**src/logic/vss_regs.svh**
```systemverilog
/*
  Register offsets, reset values, codes and timing for the voltage sweep sequencer.
  Assumes an APB slave with 32-bit data and byte addresses in the low address bits.
*/
// Behaviour
// - Reset sets arm and trigger counts to one.
// - Per point: set voltage, wait delay, then measure.
// - After last point: 0V, source off, keep measuring.
// - Sweep status bit 3 from arm to end.
// - Start voltage in range, default 0V, first point.
// - Stop voltage in range, default 10V, final point.
// - Partial last step is dropped.
// - Step above interval gives error 842 at arm.
// - Too many points or tiny step gives 841.
// - Step is an unsigned magnitude.
// - Centre and span stay coupled to start, stop.
// - Settling delay up to 999.9999s, default 1s; only writes above 24 bits are clamped, so up to 1677.7215s.
// - Arm turns source on; sweep starts next trigger.
// - Parameter checks happen only at arm.
// - Sweep abort: standby, stop storing, settings kept.
// - Sweep state query returns one while sweeping.
// - No measurements while idle.
// - Local: run at power-on, halt, trigger key.
// - Most commands wait until idle again.
// - Clear commands act at once, drop pending.
// - Abort-class commands refused during read query.
// - Locked commands during sweep raise error 840.
// - Buffer cleared at sweep start, one reading per step.
// - Arm with interlock open raises error 802.
// - Direction from stop versus start.
`ifndef VSS_REGS_SVH
`define VSS_REGS_SVH
// ==========================================================================
// Register offsets
`define VSS_A_CMD 8'h00
`define VSS_A_START 8'h04
`define VSS_A_STOP 8'h08
`define VSS_A_STEP 8'h0C
`define VSS_A_CENTER 8'h10
`define VSS_A_SPAN 8'h14
`define VSS_A_DELAY 8'h18
`define VSS_A_ARMCNT 8'h1C
`define VSS_A_TRGCNT 8'h20
`define VSS_A_STATUS 8'h24
`define VSS_A_ERROR 8'h28
`define VSS_A_POINT 8'h2C
`define VSS_A_SWSTATE 8'h30
// ==========================================================================
// Reset values, millivolts and delay ticks
`define VSS_RST_START 32'h0000_0000
`define VSS_RST_STOP 32'h0000_2710
`define VSS_RST_STEP 32'h0000_03E8
`define VSS_RST_DELAY 24'h00_2710
`define VSS_RST_COUNT 16'h0001
`define VSS_DELAY_MAX 24'h98_967F
// ==========================================================================
// Status bits, error codes, dispositions
`define VSS_ST_IDLE 0
`define VSS_ST_OPER 1
`define VSS_ST_QBUSY 2
`define VSS_ST_SWEEP 3
`define VSS_ST_ERR 4
`define VSS_ST_PEND 5
`define VSS_ST_DISP 8
`define VSS_ERR_LOCK 16'h0348
`define VSS_ERR_SMALL 16'h0349
`define VSS_ERR_BIG 16'h034A
`define VSS_ERR_INTLK 16'h0322
`define VSS_D_EXEC 2'h0
`define VSS_D_DEFER 2'h1
`define VSS_D_REFUSE 2'h2
`define VSS_D_ERROR 2'h3
// ==========================================================================
// Timing
`define VSS_CLK_PERIOD_NS 50
`define VSS_DLY_UNIT_NS 100000
`define VSS_DLY_TICK_CYC (`VSS_DLY_UNIT_NS / `VSS_CLK_PERIOD_NS)
`define VSS_MAX_PTS 3000
`endif

```
**src/logic/vss_pkg.sv**
```systemverilog
/*
  Types of the voltage sweep sequencer: controller states and command codes.
  Assumes nothing of its surroundings.
*/
`default_nettype none
package vss_pkg;
  typedef enum logic [3:0] {
    VSS_S_IDLE = 4'b0001,
    VSS_S_CHECK = 4'b0010,
    VSS_S_SETTLE = 4'b0100,
    VSS_S_MEAS = 4'b1000
  } vss_state_t;
  typedef enum logic [3:0] {
    VSS_C_NONE = 4'h0,
    VSS_C_GENERIC = 4'h1,
    VSS_C_LOCKED = 4'h2,
    VSS_C_ABORT = 4'h3,
    VSS_C_PRESET = 4'h4,
    VSS_C_BUSTRG = 4'h5,
    VSS_C_RST = 4'h6,
    VSS_C_RECALL = 4'h7,
    VSS_C_CLEAR = 4'h8,
    VSS_C_INIT = 4'h9,
    VSS_C_READQ = 4'hA,
    VSS_C_SWARM = 4'hB,
    VSS_C_SWABORT = 4'hC,
    VSS_C_HALT = 4'hD,
    VSS_C_TRIGKEY = 4'hE,
    VSS_C_SPARE = 4'hF
  } vss_cmd_t;
endpackage
`default_nettype wire

```
**src/logic/vss_sequencer.sv**
```systemverilog
/*
  Voltage sweep sequencer with idle/initiate gate of the measurement loop.
  Assumes an APB master on clk_sys_i, a measurement engine that answers
  meas_req_o with meas_done_i, and a reading buffer fed by the store strobe.
*/
`include "vss_regs.svh"
`timescale 1ns/1ps
`default_nettype none
module vss_sequencer
  import vss_pkg::*;
#(
  parameter int MAX_PTS = `VSS_MAX_PTS,
  parameter logic [31:0] MIN_STEP_MV = 32'h0000_0001,
  parameter int DLY_TICK_CYC = `VSS_DLY_TICK_CYC
) (
  input wire logic clk_sys_i,
  input wire logic reset_i,
  input wire logic psel_i,
  input wire logic penable_i,
  input wire logic pwrite_i,
  input wire logic [7:0] paddr_i,
  input wire logic [31:0] pwdata_i,
  output logic [31:0] prdata_o,
  output logic pready_o,
  output logic pslverr_o,
  input wire logic remote_i,
  input wire logic interlock_open_i,
  input wire logic meas_done_i,
  output logic [31:0] src_level_o,
  output logic src_operate_o,
  output logic meas_req_o,
  output logic buf_clear_o,
  output logic buf_store_o,
  output logic [31:0] buf_volt_o,
  output logic idle_o,
  output logic cmd_exec_o,
  output logic [3:0] cmd_code_o
);
  // ========================================================================
  // Declarations
  function automatic logic vss_hit(input logic [7:0] a);
    vss_hit = (a[1:0] == 2'h0) && (a <= `VSS_A_SWSTATE);
  endfunction

  vss_state_t st_q, st_d;
  logic pready_q, pslverr_q;
  logic [31:0] prdata_q, rdata;
  // Voltages are signed millivolts; the delay counts 100 us ticks.
  logic signed [31:0] start_q, stop_q, lvl_q, volt_q;
  logic [31:0] step_q, stp_q;
  logic [23:0] dly_q, dly_left_q;
  logic [11:0] pre_q;
  logic [15:0] armcnt_q, trgcnt_q, arm_left_q, trg_left_q;
  logic [15:0] n_q, pt_idx_q, pt_tot_q, err_q;
  logic [32:0] acc_q;
  logic sweep_q, oper_q, up_q, qbusy_q, pend_q, boot_q, idle_q;
  logic meas_req_q, clr_q, store_q, exec_q;
  logic [1:0] disp_q;
  vss_cmd_t pend_c_q, exc_q;

  // ========================================================================
  // APB decode
  wire setup = psel_i & penable_i & ~pready_q;
  wire acc = psel_i & penable_i & pready_q;
  wire wr = acc & pwrite_i & vss_hit(paddr_i);
  wire cmd_w = wr & (paddr_i == `VSS_A_CMD);
  wire vss_cmd_t code = vss_cmd_t'(pwdata_i[3:0]);
  wire signed [31:0] wdat = $signed(pwdata_i);
  wire signed [31:0] span_w = stop_q - start_q;
  wire signed [31:0] center_w = start_q + (span_w >>> 1);
  wire signed [31:0] c_start = wdat - (span_w >>> 1);
  wire signed [31:0] s_start = center_w - (wdat >>> 1);
  wire dir_up = stop_q >= start_q;
  wire [31:0] iv = dir_up ? 32'(stop_q - start_q) : 32'(start_q - stop_q);

  // ========================================================================
  // Command dispositions
  wire busy = st_q != VSS_S_IDLE;
  wire is_ab = code inside {VSS_C_ABORT, VSS_C_PRESET, VSS_C_BUSTRG,
                            VSS_C_RST, VSS_C_RECALL};
  wire urgent = code inside {VSS_C_CLEAR, VSS_C_SWABORT, VSS_C_HALT};
  wire locked = cmd_w & (code == VSS_C_LOCKED) & sweep_q;
  wire refused = busy & is_ab & qbusy_q;
  wire now_ok = ~busy | urgent | (is_ab & ~qbusy_q);
  wire do_now = cmd_w & ~locked & now_ok;
  wire defer = cmd_w & ~locked & ~now_ok & ~refused;
  wire pend_fire = ~busy & pend_q & ~cmd_w;
  wire ex_v = do_now | pend_fire;
  wire vss_cmd_t ex_c = pend_fire ? pend_c_q : code;
  wire ex_rst = ex_v & (ex_c inside {VSS_C_RST, VSS_C_PRESET});
  wire ex_swab = ex_v & (ex_c == VSS_C_SWABORT) | ex_rst;
  wire ex_idle = ex_v & (ex_c inside {VSS_C_CLEAR, VSS_C_ABORT, VSS_C_HALT,
                                      VSS_C_SWABORT}) | ex_rst;
  wire ex_arm = ex_v & (ex_c == VSS_C_SWARM);
  wire ex_rq = ex_v & (ex_c == VSS_C_READQ);
  wire ex_go = ex_v & ~busy & ((ex_c inside {VSS_C_INIT, VSS_C_READQ})
               | ((ex_c == VSS_C_TRIGKEY) & ~remote_i));
  wire go = ex_go | (boot_q & ~remote_i);
  wire cnt_w = wr & (paddr_i inside {`VSS_A_ARMCNT, `VSS_A_TRGCNT});
  wire cnt_lock = cnt_w & sweep_q;

  // ========================================================================
  // Arm checks and point bookkeeping
  wire [32:0] acc_nx = acc_q + {1'b0, step_q};
  wire chk_small = step_q < MIN_STEP_MV;
  wire chk_big = step_q > iv;
  wire chk_end = acc_nx > {1'b0, iv};
  wire chk_many = (n_q + 16'h0001) >= 16'(MAX_PTS);
  wire chk_ok = ~chk_small & ~chk_big & chk_end;
  wire chk_e841 = chk_small | (~chk_big & ~chk_end & chk_many);
  wire chk_done = chk_ok | chk_e841 | (~chk_small & chk_big);
  wire last_pt = (pt_idx_q + 16'h0001) == pt_tot_q;
  wire tr_last = (trgcnt_q != 16'h0000) & (trg_left_q == 16'h0001);
  wire ar_last = (armcnt_q != 16'h0000) & (arm_left_q == 16'h0001);
  wire m_done = (st_q == VSS_S_MEAS) & meas_done_i;
  wire sw_cont = sweep_q & ~last_pt;
  wire enter_st = (st_d == VSS_S_SETTLE) & (st_q != VSS_S_SETTLE);

  // ========================================================================
  // Controller
  always_comb begin
    st_d = st_q;
    unique case (st_q)
      VSS_S_IDLE: begin
        if (go) begin
          st_d = sweep_q ? VSS_S_SETTLE : VSS_S_MEAS;
        end
      end
      VSS_S_CHECK: begin
        if (chk_done) begin
          st_d = VSS_S_IDLE;
        end
      end
      VSS_S_SETTLE: begin
        if (dly_left_q == 24'h00_0000) begin
          st_d = VSS_S_MEAS;
        end
      end
      VSS_S_MEAS: begin
        if (meas_done_i) begin
          if (tr_last & ar_last) begin
            st_d = VSS_S_IDLE;
          end else begin
            st_d = sw_cont ? VSS_S_SETTLE : VSS_S_MEAS;
          end
        end
      end
    endcase
    if (ex_arm) begin
      st_d = interlock_open_i ? VSS_S_IDLE : VSS_S_CHECK;
    end else if (ex_idle) begin
      st_d = VSS_S_IDLE;
    end
  end

  always_ff @(posedge clk_sys_i) begin
    if (reset_i) begin
      st_q <= VSS_S_IDLE;
      boot_q <= 1'b1;
      idle_q <= 1'b1;
      meas_req_q <= 1'b0;
    end else begin
      st_q <= st_d;
      boot_q <= 1'b0;
      idle_q <= st_d == VSS_S_IDLE;
      meas_req_q <= (st_d == VSS_S_MEAS) & ((st_q != VSS_S_MEAS) | meas_done_i);
    end
  end

  // The loop counters restart from the programmed counts on every exit from
  // idle, so a sweep never alters the programmed trigger settings.
  always_ff @(posedge clk_sys_i) begin
    if (reset_i) begin
      arm_left_q <= `VSS_RST_COUNT;
      trg_left_q <= `VSS_RST_COUNT;
    end else if (st_q == VSS_S_IDLE) begin
      arm_left_q <= armcnt_q;
      trg_left_q <= trgcnt_q;
    end else if (m_done) begin
      trg_left_q <= tr_last ? trgcnt_q : trg_left_q - 16'h0001;
      arm_left_q <= tr_last ? arm_left_q - 16'h0001 : arm_left_q;
    end
  end

  always_ff @(posedge clk_sys_i) begin
    if (reset_i) begin
      dly_left_q <= 24'h00_0000;
      pre_q <= 12'h000;
    end else if (enter_st) begin
      dly_left_q <= dly_q;
      pre_q <= 12'(DLY_TICK_CYC - 1);
    end else if (st_q == VSS_S_SETTLE) begin
      pre_q <= (pre_q == 12'h000) ? 12'(DLY_TICK_CYC - 1) : pre_q - 12'h001;
      if (pre_q == 12'h000) begin
        dly_left_q <= dly_left_q - 24'h00_0001;
      end
    end
  end

  always_ff @(posedge clk_sys_i) begin
    if (reset_i || st_q != VSS_S_CHECK) begin
      acc_q <= 33'h0_0000_0000;
      n_q <= 16'h0000;
    end else begin
      acc_q <= acc_nx;
      n_q <= n_q + 16'h0001;
    end
  end

  // ========================================================================
  // Sweep engine
  always_ff @(posedge clk_sys_i) begin
    if (reset_i || ex_swab) begin
      sweep_q <= 1'b0;
      oper_q <= 1'b0;
      lvl_q <= 32'sh0000_0000;
      pt_idx_q <= 16'h0000;
    end else if (st_q == VSS_S_CHECK && chk_ok) begin
      sweep_q <= 1'b1;
      oper_q <= 1'b1;
      lvl_q <= start_q;
      pt_idx_q <= 16'h0000;
    end else if (m_done && sweep_q) begin
      if (last_pt) begin
        sweep_q <= 1'b0;
        oper_q <= 1'b0;
        lvl_q <= 32'sh0000_0000;
      end else begin
        lvl_q <= up_q ? lvl_q + $signed(stp_q) : lvl_q - $signed(stp_q);
        pt_idx_q <= pt_idx_q + 16'h0001;
      end
    end
  end

  always_ff @(posedge clk_sys_i) begin
    if (reset_i) begin
      pt_tot_q <= 16'h0000;
      stp_q <= 32'h0000_0000;
      up_q <= 1'b1;
    end else if (st_q == VSS_S_CHECK && chk_ok) begin
      pt_tot_q <= n_q + 16'h0001;
      stp_q <= step_q;
      up_q <= dir_up;
    end
  end

  always_ff @(posedge clk_sys_i) begin
    if (reset_i) begin
      clr_q <= 1'b0;
      store_q <= 1'b0;
      volt_q <= 32'sh0000_0000;
    end else begin
      clr_q <= enter_st & (st_q == VSS_S_IDLE) & (pt_idx_q == 16'h0000);
      store_q <= m_done & sweep_q;
      if (m_done && sweep_q) begin
        volt_q <= lvl_q;
      end
    end
  end

  // ========================================================================
  // Parameters; nothing is checked here, only when the sweep is armed.
  always_ff @(posedge clk_sys_i) begin
    if (reset_i || ex_rst) begin
      start_q <= `VSS_RST_START;
      stop_q <= `VSS_RST_STOP;
      step_q <= `VSS_RST_STEP;
      dly_q <= `VSS_RST_DELAY;
      armcnt_q <= `VSS_RST_COUNT;
      trgcnt_q <= `VSS_RST_COUNT;
    end else if (wr) begin
      unique case (paddr_i)
        `VSS_A_START: start_q <= wdat;
        `VSS_A_STOP: stop_q <= wdat;
        `VSS_A_STEP: step_q <= pwdata_i;
        `VSS_A_CENTER: begin
          start_q <= c_start;
          stop_q <= c_start + span_w;
        end
        `VSS_A_SPAN: begin
          start_q <= s_start;
          stop_q <= s_start + wdat;
        end
        `VSS_A_DELAY: dly_q <= (pwdata_i[31:24] != 8'h00) ? `VSS_DELAY_MAX : pwdata_i[23:0];
        `VSS_A_ARMCNT: armcnt_q <= sweep_q ? armcnt_q : pwdata_i[15:0];
        `VSS_A_TRGCNT: trgcnt_q <= sweep_q ? trgcnt_q : pwdata_i[15:0];
        default: ;
      endcase
    end
  end

  // ========================================================================
  // Command bookkeeping and errors
  always_ff @(posedge clk_sys_i) begin
    if (reset_i) begin
      pend_q <= 1'b0;
      pend_c_q <= VSS_C_NONE;
      qbusy_q <= 1'b0;
      disp_q <= `VSS_D_EXEC;
      exec_q <= 1'b0;
      exc_q <= VSS_C_NONE;
    end else begin
      if (defer) begin
        pend_q <= 1'b1;
        pend_c_q <= code;
      end else if (pend_fire || (ex_v && ex_c == VSS_C_CLEAR)) begin
        pend_q <= 1'b0;
      end
      qbusy_q <= (qbusy_q | (ex_go & ex_rq)) & (st_d != VSS_S_IDLE);
      if (cmd_w) begin
        disp_q <= locked ? `VSS_D_ERROR : refused ? `VSS_D_REFUSE :
                  defer ? `VSS_D_DEFER : `VSS_D_EXEC;
      end
      exec_q <= ex_v;
      exc_q <= ex_c;
    end
  end

  // A new error wins over a clear written in the same cycle.
  always_ff @(posedge clk_sys_i) begin
    if (reset_i) begin
      err_q <= 16'h0000;
    end else if (locked || cnt_lock) begin
      err_q <= `VSS_ERR_LOCK;
    end else if (ex_arm && interlock_open_i) begin
      err_q <= `VSS_ERR_INTLK;
    end else if (st_q == VSS_S_CHECK && chk_e841) begin
      err_q <= `VSS_ERR_SMALL;
    end else if (st_q == VSS_S_CHECK && chk_done && !chk_ok) begin
      err_q <= `VSS_ERR_BIG;
    end else if (wr && paddr_i == `VSS_A_ERROR) begin
      err_q <= 16'h0000;
    end
  end

  // ========================================================================
  // APB read side
  always_comb begin
    rdata = 32'h0000_0000;
    unique case (paddr_i)
      `VSS_A_START: rdata = start_q;
      `VSS_A_STOP: rdata = stop_q;
      `VSS_A_STEP: rdata = step_q;
      `VSS_A_CENTER: rdata = center_w;
      `VSS_A_SPAN: rdata = span_w;
      `VSS_A_DELAY: rdata = {8'h00, dly_q};
      `VSS_A_ARMCNT: rdata = {16'h0000, armcnt_q};
      `VSS_A_TRGCNT: rdata = {16'h0000, trgcnt_q};
      `VSS_A_STATUS: begin
        rdata[`VSS_ST_IDLE] = idle_q;
        rdata[`VSS_ST_OPER] = oper_q;
        rdata[`VSS_ST_QBUSY] = qbusy_q;
        rdata[`VSS_ST_SWEEP] = sweep_q;
        rdata[`VSS_ST_ERR] = err_q != 16'h0000;
        rdata[`VSS_ST_PEND] = pend_q;
        rdata[`VSS_ST_DISP+:2] = disp_q;
      end
      `VSS_A_ERROR: rdata = {16'h0000, err_q};
      `VSS_A_POINT: rdata = {pt_tot_q, pt_idx_q};
      `VSS_A_SWSTATE: rdata = {31'h0000_0000, sweep_q};
      default: rdata = 32'h0000_0000;
    endcase
  end

  // One wait state: pready rises on the second access cycle.
  always_ff @(posedge clk_sys_i) begin
    if (reset_i) begin
      pready_q <= 1'b0;
      pslverr_q <= 1'b0;
      prdata_q <= 32'h0000_0000;
    end else begin
      pready_q <= setup;
      pslverr_q <= setup & ~vss_hit(paddr_i);
      if (setup && !pwrite_i) begin
        prdata_q <= vss_hit(paddr_i) ? rdata : 32'h0000_0000;
      end
    end
  end

  assign prdata_o = prdata_q;
  assign pready_o = pready_q;
  assign pslverr_o = pslverr_q;
  assign src_level_o = lvl_q;
  assign src_operate_o = oper_q;
  assign meas_req_o = meas_req_q;
  assign buf_clear_o = clr_q;
  assign buf_store_o = store_q;
  assign buf_volt_o = volt_q;
  assign idle_o = idle_q;
  assign cmd_exec_o = exec_q;
  assign cmd_code_o = exc_q;
endmodule
`default_nettype wire

```
**config.mk**
```make
export PLATFORM = sky130hd
export DESIGN_NAME = vss_sequencer
export DESIGN_NICKNAME = d
export VERILOG_FILES = /design/src/logic/vss_pkg.sv /design/src/logic/vss_sequencer.sv
export VERILOG_INCLUDE_DIRS = /design/src /design/src/logic
export SDC_FILE = /design/constraint.sdc
export NUM_CORES = 2
export LEC_CHECK = 0
export ABC_AREA = 1
export BUFFER_PORTS_ARGS = -buffer_cell sky130_fd_sc_hd__buf_2
export CORE_MARGIN = 2
export CORE_UTILIZATION = 45
export DETAILED_ROUTE_END_ITERATION = 12
export SETUP_SLACK_MARGIN = 0.2
export SYNTH_ARGS = -nofsm -noshare
export SYNTH_HDL_FRONTEND = slang
export SYNTH_SLANG_ARGS = --single-unit
```
**constraint.sdc**
```tcl
create_clock -name clk_sys_i -period 11.1 [get_ports clk_sys_i]
set_input_delay 1.11 -clock clk_sys_i [delete_from_list [all_inputs] [get_ports clk_sys_i]]
set_output_delay 1.11 -clock clk_sys_i [all_outputs]
set_load 0.02 [all_outputs]
```
* Word-level counts from Yosys, hierarchy flattened
Index checks and enable logic that the tools add are counted.
Storage, ports and cells: register bits after elaboration 462, input port bits 48, output and inout bits 108, logic and storage cells 287
Operators by class: add/subtract/negate cells 16, magnitude comparators 6, equality and inequality tests 46, muxes and demuxes 51, bitwise logic cells 72, reduce and logical (&&, ||, !) cells 58
Operator list (number):
- one-hot mux 22 bit (9 select lines) | 1
- two-way mux 32 bit | 6
- one-hot mux 32 bit (3 select lines) | 2
- adder 32 bit | 3
- two-way mux 16 bit | 6
- two-way mux 24 bit | 4
- subtractor 32 bit | 3
- one-hot mux 6 bit (12 select lines) | 1
- subtractor 32 x 31 -> 32 bit | 2
- two-way mux 10 bit | 5
- equality test 4 bit, second input constant | 12
- nonzero test 16 bit | 3
- AND 1 bit | 46
- equality test 8 x 6 -> 1 bit, second input constant | 5
- two-way mux 4 bit | 10
- adder 33 x 32 -> 33 bit | 1
- > comparator 33 x 32 -> 1 bit | 1
- adder 16 x 1 -> 16 bit, second input constant | 2
- adder 32 x 31 -> 32 bit | 1
- equality test 16 x 1 -> 1 bit, second input constant | 2
- equality test 4 x 3 -> 1 bit, second input constant | 8
- equality test 8 x 5 -> 1 bit, second input constant | 4
- >= comparator 32 bit | 1
- > comparator 32 bit | 1
- other kinds (41) | 119

* Logic depth before layout (Yosys ltp)
depth in word-level cells 22, depth in mapped cells 44, depth with buffers taken out 43

* Worst setup path before layout
No wires, ideal clock.
path kind register to register, from register start_q[1], to register stop_q[30], setup time 0.138 ns, arrival 6.461 ns, required time 10.962 ns, setup slack 4.501 ns, stages on the path, launching flop included 39, path buffers 0, period minus slack after synthesis 6.599 ns, cells stage by stage dfxtp_1 -> inv_1 -> fa_1 -> ha_1 -> inv_1 -> fa_1 -> inv_1 -> nand2_1 -> nand2_1 -> a21oi_1 -> o21ai_1 -> a31oi_1 -> o21ai_0 -> a21boi_0 -> o21ai_1 -> a21oi_1 -> o21ai_2 -> a21boi_0 -> [... 3 more ...] -> ha_1 -> a21oi_1 -> o21ai_0 -> a21oi_1 -> o21ai_1 -> xor2_1 -> inv_1 -> ha_1 -> inv_1 -> nor3_1 -> inv_1 -> nor2_1 -> inv_1 -> o221a_2 -> o41ai_1 -> a21oi_1 -> o21ai_0 -> a41oi_1
Between the ends: word-level cells in the longest chain between the ends 5, elaborated cells on any way between the ends 7, those cells by class add/sub: 6; mux: 1
RTL lines:
- start, declared | line vss_sequencer.sv:49 | logic signed [31:0] start_q, stop_q, lvl_q, volt_q;
- start signal, assigned | line vss_sequencer.sv:265 | start_q <= `VSS_RST_START;
- start signal, assigned | line vss_sequencer.sv:273 | `VSS_A_START: start_q <= wdat;
- start signal, assigned | line vss_sequencer.sv:277 | start_q <= c_start;
- subtractor 32 bit | line vss_sequencer.sv:69 | wire signed [31:0] span_w = stop_q - start_q;
- adder 32 x 31 -> 32 bit | line vss_sequencer.sv:70 | wire signed [31:0] center_w = start_q + (span_w >>> 1);
- subtractor 32 x 31 -> 32 bit | line vss_sequencer.sv:72 | wire signed [31:0] s_start = center_w - (wdat >>> 1);
- adder 32 bit | line vss_sequencer.sv:282 | stop_q <= s_start + wdat;
- one-hot mux 32 bit (3 select lines) (*) | line vss_sequencer.sv:272 | unique case (paddr_i)
- end signal, assigned | line vss_sequencer.sv:274 | `VSS_A_STOP: stop_q <= wdat;
- end signal, assigned | line vss_sequencer.sv:278 | stop_q <= c_start + span_w;
- end signal, assigned | line vss_sequencer.sv:282
- end, declared | line vss_sequencer.sv:49
Mark *: on every way between the ends. The rest lies on a longest branch, timed or not. A chain may end at the register's enable or synchronous reset.

* Worst setup path in the final report
from register start_q[9], to register stop_q[30]
Same word-level chain as after synthesis.

==> results.toml <==
[outcome]
outcome = "finished clean"

[critical_path]
critPathMaxStageDelay_ps = 590
crit_family = "compound AO/OA/AOI/OAI gates"
crit_slowest_cell = "dfxtp_1"
endpoint_kind = "register"
worst-path-max-fanout = 7
critPathRequiredTime_ps = 11620
path_common_cell = "inv_1"
startpoint_type = "register"
path_class = "reg2reg"
crit_arrival_ps = 8970
crit_buf_inv = 7

[placement]
placed_cells = 6639
gp_congestion = 1.051
place_area_mm2 = 0.03889
dpl.hpwl_um = 126800
io_buffers = 155

[yosys]
ys_ff_latch = 460
synth_cell_type_count = 69
synth_area_mm2 = 0.03718
ys_seq_area_share_pct = 24.77
synth_xor_area_share_pct = 7.186
netlist.area_leader.share_pct = 24.77
synth_common_cells = "nand2_1 (964), inv_1 (705), nor2_1 (607), a21oi_1 (595), dfxtp_1 (460)"
synth.avg_cell_area_um2 = 6.679
synthTopCellsByArea = "dfxtp_1 (25%), ha_1 (12%), nand2_1 (9.7%)"
yosys.area_share.simple_pct = 22.70
synth.most_common_cell = "nand2_1"
ys_warn_count = 0
async_flop_share_pct = 0
muxShareOfSynthArea_pct = 0
synthFlopType = "dfxtp_1"
synthCells = 5566
synth_edf_count = 0
synth-adder-area-share_pct = 12.37
synth_compound_area_share_pct = 23.39
yosys.area.top_type = "dfxtp_1"
synth_top_family_by_area = "compound AO/OA/AOI/OAI gates"
synth_nets = 5976

[cts]
path_clk_slew_ps = 60
cts.sinks = 460
holdBufCountCts = 0
cts_setup_buffers = 0
cts_tree = "yes"
ctsLongestPathBuffers = 3
post_cts_resized = 0
cts-root-buf = "clkbuf_16"
ctsHtreeMaxLevel = 2
clkLatencyLatePin_ps = 660
numCtsBuffers = 57

[global_route]
grt_max_degree = 86
antenna_found_initial = 5
grt_use_total_pct = 36.13
grt_pass1_wl_um = 232000
grt_pass1_vias = 35960
overflow = 0

[timing]
finalSetupTns_ps = 0
finalHoldViolCount = 0
whs_ps = 459.5
max-slew-margin-rel_pct = 5.073
maxSlewViolCount = 0
max_slew.worst_pin.slew_ps = 1388
rsz0062_at_grt = "no"
fin_crit_ps = 8448
max_freq_mhz = 118.4
finalSetupViolations = 0
fin_crit_sh_pct = 76.11
skew_ps = 35.55

[power_and_ir_drop]
comb_power_share_pct = 13.9
p_switching_mw = 1.252
seqPwrFrac_pct = 39.4
p_per_area_mw_per_mm2 = 105.9
leakage_nw = 19.00
swShare_pct = 28.92
irDropWorstVdd_uv = 131.7
clkPwrFrac_pct = 46.7
cell_internal_pwr_mw = 3.077

[layout]
stdcell_count = 6743
design_area_mm2 = 0.04088
drive_gt1_share_pct = 7.069
finalNetCount = 6038
regArea_mm2 = 0.009209
area_growth_syn_to_layout_pct = 9.962
n_antenna_cell = 0
multiInputGateArea_mm2 = 0.02448
nFillCells = 8555

[floorplan]
rows = 105
die_height_um = 291.4
initial_core_util_pct = 45.35
floorplan.die.width_um = 291.4
dieArea_mm2 = 0.08493
core_mm2 = 0.08198
ios = 156

[detailed_routing]
drt_iter0_markers = 3326
drc_errors = 0
routed_wl_um = 158600
dr.pass1.iters = 6
routedWlPerCell_um = 23.52
ant_nets = 0
viasPerCell = 5.739
vias = 38700

[run]
drv_cap = 0

[min_path]
hp-class = "reg2reg"
-- area by class of cell --
type                            instances  area share (%)
Tap cell                             1070           3.275
Multi-Input combinational cell       4177           59.87
Timing Repair Buffer                  201           2.749
Inverter                              731           6.712
Clock buffer                           78           3.976
Clock inverter                         26          0.8876
Sequential cell                       460           22.53
-- layout by cell type, fill, tap and decap left out, types with 10 or more instances in the layout --
cell	n
a211oi_1	52
a21boi_0	16
a21oi_1	593
a221oi_1	49
a31oi_1	46
a41oi_1	16
buf_2	154
buf_4	47
clkbuf_16	57
clkbuf_8	12
clkinv_2	10
dfxtp_1	460
ha_1	353
inv_1	704
inv_2	21
nand2_1	963
nand2_2	11
nand3_1	178
nand4_1	76
nor2_1	599
nor2_2	11
nor3_1	75
nor4_1	32
o2111ai_1	16
o211ai_1	52
o21a_1	21
o21ai_0	441
o21ai_1	24
o21bai_1	23
o221ai_1	24
o22ai_1	58
o31ai_1	10
o41ai_1	11
or2_2	27
xnor2_1	87
xor2_1	218
-- through the flow --
stage	power [mW]	utilization [%]	worst slack, ps
2_1_floorplan	2.157	-	4501
3_3_place_gp	2.327	47.44	2644
3_5_place_dp	2.328	47.44	2764
4_1_cts	4.342	49.87	2740
5_1_grt	4.489	49.87	1973
6_report	4.329	49.87	2652
-- metal layers --
metal	vias up	routed length, um	track usage (%)
li1	18930	-	-
met1	18010	67090	45.61
met2	1362	70860	58.59
met3	392	9459	4.596
met4	2	11140	22.28
met5	-	12	0
-- path summary, 6_finish.rpt --
kind / cells past startpoint / slack, ps / end / startpoint
worst max register to register: 36 / 2650 / stop_q[30] / start_q[9]
worst min register to register: 2 / 460 / prdata_o[17] / prdata_o[17]
worst max-delay path: 36 / 2650 / stop_q[30] / start_q[9]
worst min-delay path: 2 / 460 / prdata_o[17] / prdata_o[17]
-- sequential cells by signal, summed over array words and instances (netlist names), 24 cells and up --
signal / cells
stop_q: 32
stp_q: 32
acc_q: 33
dly_q: 24
prdata_o: 32
step_q: 32
dly_left_q: 24
start_q: 32
buf_volt_o: 32
src_level_o: 32
-- logic make-up after synthesis --
logic type,Yosys count
buf+inv,929
compound gates,1502
fa+ha+maj,362
simple gates,2008
flops,460
xor+xnor,305
-- power groups by stage --
stage | combinational [mW] | clock (mW) | sequential, mW
2_1_floorplan | 0.420 | 0 | 1.74
3_3_place_gp | 0.586 | 0 | 1.74
3_5_place_dp | 0.588 | 0 | 1.74
4_1_cts | 0.592 | 2.05 | 1.70
5_1_grt | 0.664 | 2.12 | 1.71
6_report | 0.600 | 2.02 | 1.71
-- worst register-to-register path, delay by kind of cell (launching register included) --
family / cells / cell delay [ps]
AO/OA/AOI/OAI: 15 / 3180
XOR/XNOR: 3 / 800
adder cells (fa/ha/maj): 4 / 1560
buffers and inverters: 7 / 720
flip-flops: 1 / 590
AND/OR/NAND/NOR: 7 / 1460
(Power assumes the default switching activity.)
